==> src/shared/brst_consts.svh <==
// Purpose: constants for the brown-out reset sequencer
// Assumes: 100 MHz core clock
// Notes:   offsets are word indices on the plain register port
`ifndef BRST_CONSTS_SVH
`define BRST_CONSTS_SVH

// ----------------------------------------------------------------
// register offsets
// ----------------------------------------------------------------
`define BRST_OFS_CAUSE       2'h0
`define BRST_OFS_STATE       2'h1
`define BRST_OFS_QUAL        2'h2

// ----------------------------------------------------------------
// field positions and reset values
// ----------------------------------------------------------------
`define BRST_CAUSE_BOR_BIT   0
`define BRST_CAUSE_POR_BIT   1
`define BRST_QUAL_RESET      8'h10
`define BRST_INIT_VALUE      8'hff

// ----------------------------------------------------------------
// program counter values
// ----------------------------------------------------------------
`define BRST_PC_RESET        13'h0000
`define BRST_PC_IRQ_VEC      13'h0004

// ----------------------------------------------------------------
// status register loads: mask marks bits that change
// ----------------------------------------------------------------
`define BRST_ST_POR_MASK     8'hf8
`define BRST_ST_POR_VAL      8'h18
`define BRST_ST_MRUN_MASK    8'he0
`define BRST_ST_MRUN_VAL     8'h00
`define BRST_ST_MSLP_MASK    8'hf8
`define BRST_ST_MSLP_VAL     8'h10
`define BRST_ST_WDT_MASK     8'hf8
`define BRST_ST_WDT_VAL      8'h08
`define BRST_ST_WWAKE_MASK   8'h18
`define BRST_ST_WWAKE_VAL    8'h00
`define BRST_ST_IWAKE_MASK   8'h18
`define BRST_ST_IWAKE_VAL    8'h10

// ----------------------------------------------------------------
// timing
// ----------------------------------------------------------------
`define BRST_CLK_KHZ         100000
`define BRST_POWERUP_TIMER_MS         72
`define BRST_POWERUP_TIMER_CYCLES     (`BRST_POWERUP_TIMER_MS * `BRST_CLK_KHZ)
`define BRST_OST_TICKS       11'd1024

`endif

==> src/shared/brst_pkg.sv <==
// Purpose: types for the brown-out reset sequencer
// Assumes: constants live in brst_consts.svh
// Notes:   none
package brst_pkg;

    // ------------------------------------------------------------
    // oscillator modes
    // ------------------------------------------------------------
    typedef enum logic [1:0] {
        BRST_OSC_LP = 2'h0,
        BRST_OSC_XT = 2'h1,
        BRST_OSC_HS = 2'h2,
        BRST_OSC_RC = 2'h3
    } brst_osc_t;

    // ------------------------------------------------------------
    // configuration bits
    // ------------------------------------------------------------
    typedef struct packed {
        logic      brownout_enable;
        logic      brownout_level_select;
        logic      powerup_timer_enable_n;
        brst_osc_t osc_select;
    } brst_cfg_t;

    // ------------------------------------------------------------
    // sequencer states, gray along power-up path
    // ------------------------------------------------------------
    typedef enum logic [2:0] {
        BRST_S_POR   = 3'h0,
        BRST_S_HOLD  = 3'h1,
        BRST_S_POWERUP_TIMER  = 3'h3,
        BRST_S_OST   = 3'h2,
        BRST_S_MCLRW = 3'h6,
        BRST_S_RUN   = 3'h7,
        BRST_S_SLEEP = 3'h5,
        BRST_S_WAKE  = 3'h4
    } brst_state_t;

    // ------------------------------------------------------------
    // last reset or wake cause
    // ------------------------------------------------------------
    typedef enum logic [2:0] {
        BRST_C_POR   = 3'h0,
        BRST_C_BOR   = 3'h1,
        BRST_C_MRUN  = 3'h2,
        BRST_C_MSLP  = 3'h3,
        BRST_C_WDT   = 3'h4,
        BRST_C_WWAKE = 3'h5,
        BRST_C_IWAKE = 3'h6
    } brst_cause_t;

    // ------------------------------------------------------------
    // load to the core when it is released
    // ------------------------------------------------------------
    typedef struct packed {
        logic        load;
        logic        reg_init;
        logic [12:0] pc;
        logic [7:0]  status_mask;
        logic [7:0]  status_value;
        logic [7:0]  init_value;
    } brst_core_load_t;

endpackage : brst_pkg

==> src/core/brst_seq.sv <==
// Purpose: brown-out reset, power-up and start-up sequencing
// Assumes: all inputs but SUPPLY_LOW_4V0 and SUPPLY_LOW_2V5 synchronous to CLK, OSC_TICK one pulse per osc cycle
// Notes:   RST is the on-chip power-on pulse
`timescale 1ns/100ps
`default_nettype none
`include "brst_consts.svh"

// Function
// RL1 - brownout_enable turns brown-out detection on/off
// RL2 - level select: 1 is 4.0V, 0 is 2.5V
// RL3 - reset only after dip outlasts minimum duration
// RL4 - hold reset while supply below threshold
// RL5 - add 72 ms delay when timer enabled
// RL6 - dip during delay restarts full delay
// RL7 - power-on pulse, then delay, then start-up count
// RL8 - RC mode, no delay: no time-out
// RL9 - timers ignore master clear; late release immediate
// RL10 - cause bit 0 set on power-on, cleared by brown-out
// RL11 - bit 0 undefined when detection disabled
// RL12 - cause bit 1 cleared only by power-on
// RL13 - time-out lengths per oscillator mode and event
// RL14 - power-on sets timeout/powerdown flags, clears power-on bit
// RL15 - flag codes for each reset and wake
// RL16 - resets load PC 000h; wakes PC+1 or 0004h; in RC mode a wake loads per the cause held before the wake
// RL17 - status register value per reset kind
// RL18 - cause register value per reset kind
// RL19 - resets load initial register values; wakes do not; in RC mode a wake loads per the cause held before the wake
// RL20 - start-up timer counts 1024 oscillator cycles
// RL21 - start-up count only crystal modes, power-on/wake
// RL22 - osc_select encodings 11 RC, 10 HS, 01 XT, 00 LP
// RL23 - power-up delay enable is active low
// RL24 - synchronise supply-low, qualify with programmable counter
module brst_seq #(
    parameter int unsigned POWERUP_TIMER_CYCLES = `BRST_POWERUP_TIMER_CYCLES
) (
    // clock, reset, enable
    input  wire logic                      CLK,
    input  wire logic                      RST,
    input  wire logic                      CE,
    // configuration and supply monitors
    input  wire brst_pkg::brst_cfg_t       CFG,
    input  wire logic                      SUPPLY_LOW_4V0,
    input  wire logic                      SUPPLY_LOW_2V5,
    input  wire logic                      OSC_TICK,
    // reset and wake sources
    input  wire logic                      MASTER_CLEAR_N,
    input  wire logic                      WATCHDOG_TIMEOUT,
    input  wire logic                      SLEEP_ENTER,
    input  wire logic                      IRQ_WAKE,
    input  wire logic                      GLOBAL_IRQ_ENABLE,
    input  wire logic [12:0]               PC_NOW,
    // register port
    input  wire logic [1:0]                REG_ADDR,
    input  wire logic [7:0]                REG_WDATA,
    input  wire logic                      REG_WR,
    input  wire logic                      REG_RD,
    output var  logic [7:0]                REG_RDATA,
    // core control
    output var  logic                      CORE_RESET,
    output var  logic                      CORE_RUN,
    output var  logic                      TIMEOUT_FLAG_N,
    output var  logic                      POWERDOWN_FLAG_N,
    output var  brst_pkg::brst_core_load_t CORE_LOAD
);
    import brst_pkg::*;

    // ------------------------------------------------------------
    // declarations
    // ------------------------------------------------------------
    localparam logic [22:0] POWERUP_TIMER_LAST = 23'(POWERUP_TIMER_CYCLES - 1);

    logic [1:0]  low_meta_r;
    logic [1:0]  low_sync_r;
    logic        supply_low;
    logic [7:0]  qual_cnt_r;
    logic [7:0]  qual_len_r;
    logic        bor_event;
    brst_state_t state_r;
    brst_state_t state_nxt;
    brst_cause_t cause_r;
    brst_cause_t cause_nxt;
    logic [22:0] powerup_timer_cnt_r;
    logic [10:0] ost_cnt_r;
    logic        crystal;
    logic        powerup_timer_on;
    logic        ost_done;
    logic        powerup_timer_done;
    logic        bor_bit_r;
    logic        por_bit_r;
    logic        to_n_r;
    logic        pd_n_r;
    logic        wake_irq_r;
    logic [15:0] st_load;

    // RL22 crystal mode decode
    assign crystal   = (CFG.osc_select != BRST_OSC_RC);
    // RL23 active-low delay enable
    assign powerup_timer_on   = ~CFG.powerup_timer_enable_n;
    assign powerup_timer_done = (powerup_timer_cnt_r == POWERUP_TIMER_LAST);
    // RL20 start-up count end
    assign ost_done  = (ost_cnt_r == `BRST_OST_TICKS);

    // ------------------------------------------------------------
    // supply monitor synchronisers
    // ------------------------------------------------------------
    genvar gi;
    generate
        for (gi = 0; gi < 2; gi++) begin : g_sync
            // RL24 two-flop synchroniser
            always_ff @(posedge CLK) begin
                if (RST) begin
                    low_meta_r[gi] <= 1'b0;
                    low_sync_r[gi] <= 1'b0;
                end else if (CE) begin
                    low_meta_r[gi] <= (gi == 0) ? SUPPLY_LOW_2V5 : SUPPLY_LOW_4V0;
                    low_sync_r[gi] <= low_meta_r[gi];
                end
            end
        end
    endgenerate

    // RL2 threshold select; RL1 disabled means never low
    assign supply_low = CFG.brownout_enable &
                        (CFG.brownout_level_select ? low_sync_r[1] : low_sync_r[0]);

    // ------------------------------------------------------------
    // brown-out qualification
    // ------------------------------------------------------------
    // RL3 dip must outlast qual_len_r cycles
    always_ff @(posedge CLK) begin
        if (RST) begin
            qual_cnt_r <= 8'h00;
        end else if (CE) begin
            if (!supply_low) begin
                qual_cnt_r <= 8'h00;
            end else if (qual_cnt_r != qual_len_r) begin
                qual_cnt_r <= qual_cnt_r + 8'h01;
            end
        end
    end

    // RL24 qualified event
    assign bor_event = supply_low && (qual_cnt_r == qual_len_r);

    // ------------------------------------------------------------
    // sequencer next state
    // ------------------------------------------------------------
    always_comb begin
        state_nxt = state_r;
        cause_nxt = cause_r;
        unique case (state_r)
            BRST_S_POR:  state_nxt = BRST_S_HOLD;
            BRST_S_HOLD: begin
                // RL4 wait for good supply
                if (!supply_low) begin
                    // RL5 RL8 delay or skip
                    if (powerup_timer_on) begin
                        state_nxt = BRST_S_POWERUP_TIMER;
                    end else if (crystal) begin
                        state_nxt = BRST_S_OST;
                    end else begin
                        state_nxt = BRST_S_MCLRW;
                    end
                end
            end
            BRST_S_POWERUP_TIMER: begin
                // RL7 delay then start-up count
                if (powerup_timer_done) begin
                    state_nxt = crystal ? BRST_S_OST : BRST_S_MCLRW;
                end
            end
            BRST_S_OST: begin
                if (ost_done) begin
                    state_nxt = BRST_S_MCLRW;
                end
            end
            BRST_S_MCLRW: begin
                // RL9 release as soon as pin high
                if (MASTER_CLEAR_N && !supply_low) begin
                    state_nxt = BRST_S_RUN;
                end
            end
            BRST_S_RUN: begin
                if (!MASTER_CLEAR_N) begin
                    state_nxt = BRST_S_MCLRW;
                    cause_nxt = BRST_C_MRUN;
                end else if (WATCHDOG_TIMEOUT) begin
                    state_nxt = BRST_S_MCLRW;
                    cause_nxt = BRST_C_WDT;
                end else if (SLEEP_ENTER) begin
                    state_nxt = BRST_S_SLEEP;
                end
            end
            BRST_S_SLEEP: begin
                // RL21 start-up count on wake in crystal modes
                if (!MASTER_CLEAR_N) begin
                    state_nxt = BRST_S_MCLRW;
                    cause_nxt = BRST_C_MSLP;
                end else if (WATCHDOG_TIMEOUT) begin
                    state_nxt = crystal ? BRST_S_WAKE : BRST_S_RUN;
                    cause_nxt = BRST_C_WWAKE;
                end else if (IRQ_WAKE) begin
                    state_nxt = crystal ? BRST_S_WAKE : BRST_S_RUN;
                    cause_nxt = BRST_C_IWAKE;
                end
            end
            BRST_S_WAKE: begin
                if (ost_done) begin
                    state_nxt = BRST_S_RUN;
                end
            end
        endcase
        // RL6 dip anywhere re-enters brown-out hold
        if (bor_event && state_r != BRST_S_POR && state_r != BRST_S_HOLD) begin
            state_nxt = BRST_S_HOLD;
            cause_nxt = BRST_C_BOR;
        end
    end

    // ------------------------------------------------------------
    // sequencer state
    // ------------------------------------------------------------
    always_ff @(posedge CLK) begin
        if (RST) begin
            state_r <= BRST_S_POR;
            cause_r <= BRST_C_POR;
        end else if (CE) begin
            state_r <= state_nxt;
            cause_r <= cause_nxt;
        end
    end

    // ------------------------------------------------------------
    // power-up and start-up counters
    // ------------------------------------------------------------
    // RL6 counter cleared outside delay state
    always_ff @(posedge CLK) begin
        if (RST) begin
            powerup_timer_cnt_r <= 23'h000000;
        end else if (CE) begin
            if (state_r == BRST_S_POWERUP_TIMER && state_nxt == BRST_S_POWERUP_TIMER) begin
                powerup_timer_cnt_r <= powerup_timer_cnt_r + 23'h000001;
            end else begin
                powerup_timer_cnt_r <= 23'h000000;
            end
        end
    end

    // RL20 count oscillator ticks
    always_ff @(posedge CLK) begin
        if (RST) begin
            ost_cnt_r <= 11'h000;
        end else if (CE) begin
            if (state_nxt != BRST_S_OST && state_nxt != BRST_S_WAKE) begin
                ost_cnt_r <= 11'h000;
            end else if (state_r == state_nxt && OSC_TICK && !ost_done) begin
                ost_cnt_r <= ost_cnt_r + 11'h001;
            end
        end
    end

    // ------------------------------------------------------------
    // timeout and powerdown flags
    // ------------------------------------------------------------
    always_ff @(posedge CLK) begin
        if (RST) begin
            // RL14 power-on sets both
            to_n_r <= 1'b1;
            pd_n_r <= 1'b1;
        end else if (CE && state_nxt != state_r) begin
            // RL15 flag codes per event
            if (state_nxt == BRST_S_HOLD) begin
                to_n_r <= 1'b1;
                pd_n_r <= 1'b1;
            end else if (state_nxt == BRST_S_SLEEP) begin
                to_n_r <= 1'b1;
                pd_n_r <= 1'b0;
            end else if (cause_nxt == BRST_C_WDT) begin
                to_n_r <= 1'b0;
                pd_n_r <= 1'b1;
            end else if (cause_nxt == BRST_C_WWAKE) begin
                to_n_r <= 1'b0;
                pd_n_r <= 1'b0;
            end else if (cause_nxt == BRST_C_MSLP || cause_nxt == BRST_C_IWAKE) begin
                to_n_r <= 1'b1;
                pd_n_r <= 1'b0;
            end
        end
    end

    // ------------------------------------------------------------
    // power_reset_cause register
    // ------------------------------------------------------------
    always_ff @(posedge CLK) begin
        if (RST) begin
            // RL10 RL11 bit 0 follows enable at power-on
            bor_bit_r <= CFG.brownout_enable;
            // RL12 bit 1 cleared by power-on only
            por_bit_r <= 1'b0;
        end else if (CE) begin
            // RL10 RL18 brown-out clears, beats software set
            if (bor_event && state_r != BRST_S_HOLD) begin
                bor_bit_r <= 1'b0;
            end else if (REG_WR && REG_ADDR == `BRST_OFS_CAUSE) begin
                bor_bit_r <= REG_WDATA[`BRST_CAUSE_BOR_BIT];
            end
            if (REG_WR && REG_ADDR == `BRST_OFS_CAUSE) begin
                por_bit_r <= REG_WDATA[`BRST_CAUSE_POR_BIT];
            end
        end
    end

    // ------------------------------------------------------------
    // qualification length register
    // ------------------------------------------------------------
    always_ff @(posedge CLK) begin
        if (RST) begin
            qual_len_r <= `BRST_QUAL_RESET;
        end else if (CE && REG_WR && REG_ADDR == `BRST_OFS_QUAL) begin
            qual_len_r <= REG_WDATA;
        end
    end

    // ------------------------------------------------------------
    // register read port
    // ------------------------------------------------------------
    always_ff @(posedge CLK) begin
        if (RST) begin
            REG_RDATA <= 8'h00;
        end else if (CE) begin
            if (!REG_RD) begin
                REG_RDATA <= 8'h00;
            end else begin
                unique case (REG_ADDR)
                    `BRST_OFS_CAUSE: REG_RDATA <= {6'h00, por_bit_r, bor_bit_r};
                    `BRST_OFS_STATE: REG_RDATA <= {to_n_r, pd_n_r, cause_r, state_r};
                    `BRST_OFS_QUAL:  REG_RDATA <= qual_len_r;
                    default:         REG_RDATA <= 8'h00;
                endcase
            end
        end
    end

    // ------------------------------------------------------------
    // core control outputs
    // ------------------------------------------------------------
    always_ff @(posedge CLK) begin
        if (RST) begin
            CORE_RESET       <= 1'b1;
            CORE_RUN         <= 1'b0;
            TIMEOUT_FLAG_N   <= 1'b1;
            POWERDOWN_FLAG_N <= 1'b1;
        end else if (CE) begin
            // RL4 RL7 reset held until sequence ends
            CORE_RESET       <= !(state_nxt inside {BRST_S_RUN, BRST_S_SLEEP, BRST_S_WAKE});
            CORE_RUN         <= (state_nxt == BRST_S_RUN);
            TIMEOUT_FLAG_N   <= to_n_r;
            POWERDOWN_FLAG_N <= pd_n_r;
        end
    end

    // wake source latched for the vector choice
    always_ff @(posedge CLK) begin
        if (RST) begin
            wake_irq_r <= 1'b0;
        end else if (CE && state_r == BRST_S_SLEEP) begin
            wake_irq_r <= IRQ_WAKE && GLOBAL_IRQ_ENABLE;
        end
    end

    // ------------------------------------------------------------
    // core load on release
    // ------------------------------------------------------------
    // RL17 status per reset kind
    always_comb begin
        unique case (cause_r)
            BRST_C_POR, BRST_C_BOR: st_load = {`BRST_ST_POR_MASK, `BRST_ST_POR_VAL};
            BRST_C_MRUN:  st_load = {`BRST_ST_MRUN_MASK, `BRST_ST_MRUN_VAL};
            BRST_C_MSLP:  st_load = {`BRST_ST_MSLP_MASK, `BRST_ST_MSLP_VAL};
            BRST_C_WDT:   st_load = {`BRST_ST_WDT_MASK, `BRST_ST_WDT_VAL};
            BRST_C_WWAKE: st_load = {`BRST_ST_WWAKE_MASK, `BRST_ST_WWAKE_VAL};
            BRST_C_IWAKE: st_load = {`BRST_ST_IWAKE_MASK, `BRST_ST_IWAKE_VAL};
            default:      st_load = 16'h0000;
        endcase
    end

    always_ff @(posedge CLK) begin
        if (RST) begin
            CORE_LOAD <= '0;
        end else if (CE) begin
            CORE_LOAD            <= '0;
            CORE_LOAD.init_value <= `BRST_INIT_VALUE;
            if (state_nxt == BRST_S_RUN && state_r != BRST_S_RUN) begin
                CORE_LOAD.load <= 1'b1;
                // RL16 reset vector by default
                CORE_LOAD.pc   <= `BRST_PC_RESET;
                {CORE_LOAD.status_mask, CORE_LOAD.status_value} <= st_load;
                if (cause_r == BRST_C_WWAKE || cause_r == BRST_C_IWAKE) begin
                    // RL16 RL19 wake continues, registers kept
                    CORE_LOAD.pc <= (cause_r == BRST_C_IWAKE && wake_irq_r) ?
                                    `BRST_PC_IRQ_VEC : PC_NOW + 13'h0001;
                end else begin
                    // RL19 reset loads initial values
                    CORE_LOAD.reg_init <= 1'b1;
                end
            end
        end
    end

endmodule : brst_seq
`default_nettype wire

==> config.mk <==
export PLATFORM = sky130hd
export DESIGN_NAME = brst_seq
export DESIGN_NICKNAME = d
export VERILOG_FILES = /design/src/shared/brst_pkg.sv /design/src/core/brst_seq.sv
export VERILOG_INCLUDE_DIRS = /design/src /design/src/shared
export SDC_FILE = /design/constraint.sdc
export NUM_CORES = 1
export LEC_CHECK = 0
export ABC_AREA = 1
export BUFFER_PORTS_ARGS = -buffer_cell sky130_fd_sc_hd__buf_2
export CAP_MARGIN = 20
export CORE_ASPECT_RATIO = 0.5
export CORE_MARGIN = 4
export CORE_UTILIZATION = 25
export DETAILED_ROUTE_END_ITERATION = 10
export GPL_TIMING_DRIVEN = 0
export PLACE_DENSITY = 0.52
export SLEW_MARGIN = 20
export SYNTH_ARGS = -nofsm -noshare
export SYNTH_HDL_FRONTEND = slang
export SYNTH_SLANG_ARGS = --single-unit
==> constraint.sdc <==
create_clock -name CLK -period 2.86 [get_ports CLK]
set_clock_uncertainty 0.2 [all_clocks]
set_input_delay 0.429 -clock CLK [delete_from_list [all_inputs] [get_ports CLK]]
set_output_delay 0.429 -clock CLK [all_outputs]
set_load 0.1 [all_outputs]
==> results.md <==
* Fin crit period at 2.60 ns
* Top cells by area, synth: dfxtp_1, nand2_1, nor2_1, a21oi_1, inv_1
* Htree depth at 3
* Nets at 935
* # rows at 37
* Final total power at 3.43 mW
* I/O Pins at 92
* Syn avg cell area at 6.75 um^2
* Critical path type: reg2reg
* Total detailed-routing wirelength at 15.8 mm
* CP endpoint kind: register
* Clock Path Buffers at 2
* Leakage dissipation at 2.73 nW
* N_diodes at 0
* Final hold violation count at 0
* Initial antenna violation count at 1
* Max Freq at 385 MHz
* Core area at 20700 um^2
* Port buffer count at 81
* Util after Layout at 0.310
* Commonest non-fill, non-tap cell in the layout: nand2_1
* Setup crit start kind: register
* Crit-path max FO at 10
* Post-synthesis mux area share at 0
* Die area at 23900 um^2
* Clock buffer count from CTS at 9
* Max VDD drop at 0.000290 V
* Post-Syn Instances at 789
* Pre-Repair DR Iteration Count at 5
* Gr usage total at 0.130
* Yosys reg bits at 97
* Ys async rst share at 0
* Main combinational cell family by area after synthesis: simple AND/OR/NAND/NOR gates
* Slew HR at 0.587
* Leading cell types in the layout, fill and taps excluded: nand2_1, nor2_1, dfxtp_1
* Yosys Warn Count at 0
* Hold_buf cts at 0
* Worst Tran Pin Value at 0.620 ns
* PwrDens at 533 nW/um^2
* Share of the synthesized area in the top cell type at 0.361
* Ys flop type: dfxtp_1
* Setup bufs post-CTS at 0
* Adder-cell share of the synthesized area at 0.0117
* Starting Density at 0.257
* Largest net degree at the start of global routing at 16
* Die W at 214 um
* CP Data Required Time at 2.95 ns
* Final Setup Violations at 0
* Antenna viol nets, final at 0
* P&R area growth vs syn at 20.7%
* Post-synthesis cell type count at 48
* Number of global-route vias before repair at 4943
* Worst slack, placed at 0.0855 ns
* Routability cong. at 0.881
* Outcome: completed
* Synthesized cell area at 5330 um^2
* RSZ-0062 raised after global routing: no
* Detailed placer's ending HPWL at 12.1 mm
* Clk_lat worst skew at 0.36 ns
* Clock slew at reported path FFs at 0.07 ns
* Period utilization at 0.908
* Ratio of cells with drive above 1 in the final layout at 0.174
* Largest area contributor in the netlist: dfxtp_1
* Total grt overflow at 0
* Max-cap viol count at 0
* XOR/XNOR share of the synthesized area at 0.0329
* Fill cells at 2273
* Final worst slack at 0.262 ns
* Die Ht at 111 um
* Vias at 5334
* Post-DR vias/cell at 4.57
* Arrival @ worst endpoint at 2.69 ns
* Post-synthesis sequential area ratio at 0.366
* Drt first-iter violations at 445
* Wire per inst at 13.6 um
* Residual DRC at 0
* Post-CTS sizing at 0
* Setup TNS at 0 ns
* Root Driver: clkbuf_16
* First-pass GRT wire length at 25.3 mm
* EDFF count, synth at 1
* Min-Delay Path Class: in2reg
* Compound-gate portion of the synthesized area at 0.134
* CTS sink cnt at 97
* Max-slew violation count at 0
* TritonCTS clock tree: built
* Post-Synth Simple-Gate Area at 0.340
## registers in the layout, summed over array words and instances (netlist names)
register / flops
powerup_timer_cnt_r: 23
CORE_LOAD: 20
ost_cnt_r: 11
REG_RDATA: 8
qual_cnt_r: 8
qual_len_r: 8
cause_r: 3
state_r: 3
low_meta_r: 2
low_sync_r: 2
CORE_RESET: 1
CORE_RUN: 1
POWERDOWN_FLAG_N: 1
TIMEOUT_FLAG_N: 1
bor_bit_r: 1
pd_n_r: 1
por_bit_r: 1
to_n_r: 1
wake_irq_r: 1
## Yosys cell counts (all sizes together), types with 4 or more instances
cell type and instances:
buf 28, dfxtp 96, o211ai 7, nand4 19, ha 5, nor2 104, a21oi 67, or2 5
nand2 190, xor2 11, nand3 61, o22ai 6, nor3 16, o21ai 40, inv 88, xnor2 9
clkbuf 15, nor3b 4
## final cells by class
type                    count  area (um^2)  share of cell area
multi-input cells         567         2790               0.434
repair buffers             81          405              0.0630
well taps                 273          342              0.0531
clock inverters             3         46.3             0.00720
inverters                  90          342              0.0531
plain buffers              43          272              0.0422
flip-flops and latches     97         1950               0.304
clock buffers              13          280              0.0436
## power by group
part	internal, mW	switching (mW)	leakage [nW]
Combinational	0.180	0.477	1.78
Clock	0.776	0.552	0.158
Sequential	1.40	0.0401	0.790
## critical path: stages, from the launching register on
cell and delay (ns):
dfxtp_1 0.34, nor2_1 0.05, nor2_1 0.14, nand2_1 0.25, nor2_2 0.28, nand4_2 0.20
nand2_2 0.23, nand3_2 0.15, nor2_4 0.27, buf_6 0.19, nand4_1 0.09, a21oi_1 0.14
## path summary, 6_finish.rpt
check	slack [ns]	depth (start not counted)	to	startpoint
max	0.26	11	CORE_LOAD[32]$_SDFFE_PP0P_	low_sync_r[0]$_SDFFE_PP0P_
min	0.10	3	low_meta_r[1]$_SDFFE_PP0P_	SUPPLY_LOW_4V0
max reg2reg	0.26	11	CORE_LOAD[32]$_SDFFE_PP0P_	low_sync_r[0]$_SDFFE_PP0P_
min reg2reg	0.26	2	low_sync_r[1]$_SDFFE_PP0P_	low_sync_r[1]$_SDFFE_PP0P_
## metrics by stage
step                      instance area, um^2  hold WS (ns)  cells
final                                    6430         0.101   1167
after global routing                     6430        0.0954   1167
after CTS                                6430        0.0889   1167
after detailed placement                 6100         0.249   1151
after global placement                   6100         0.238   1151
after floorplan                          5360         0.231    797
## metal layers
layer  track usage  share of wire
met1         0.170           0.47
met2         0.213           0.46
met3        0.0361          0.056
met4        0.0328          0.012
met5             0        0.00044
## cells by family (layout without fill, tap and decap cells)
kind of cell    count (synthesis)  in the layout
compound gates                129            129
xor+xnor                       20             20
fa+ha+maj                       5              5
buf+inv                       133            230
flops                          97             97
other cells                     1              9
simple gates                  404            404
Power figures use the tool's default switching activity.
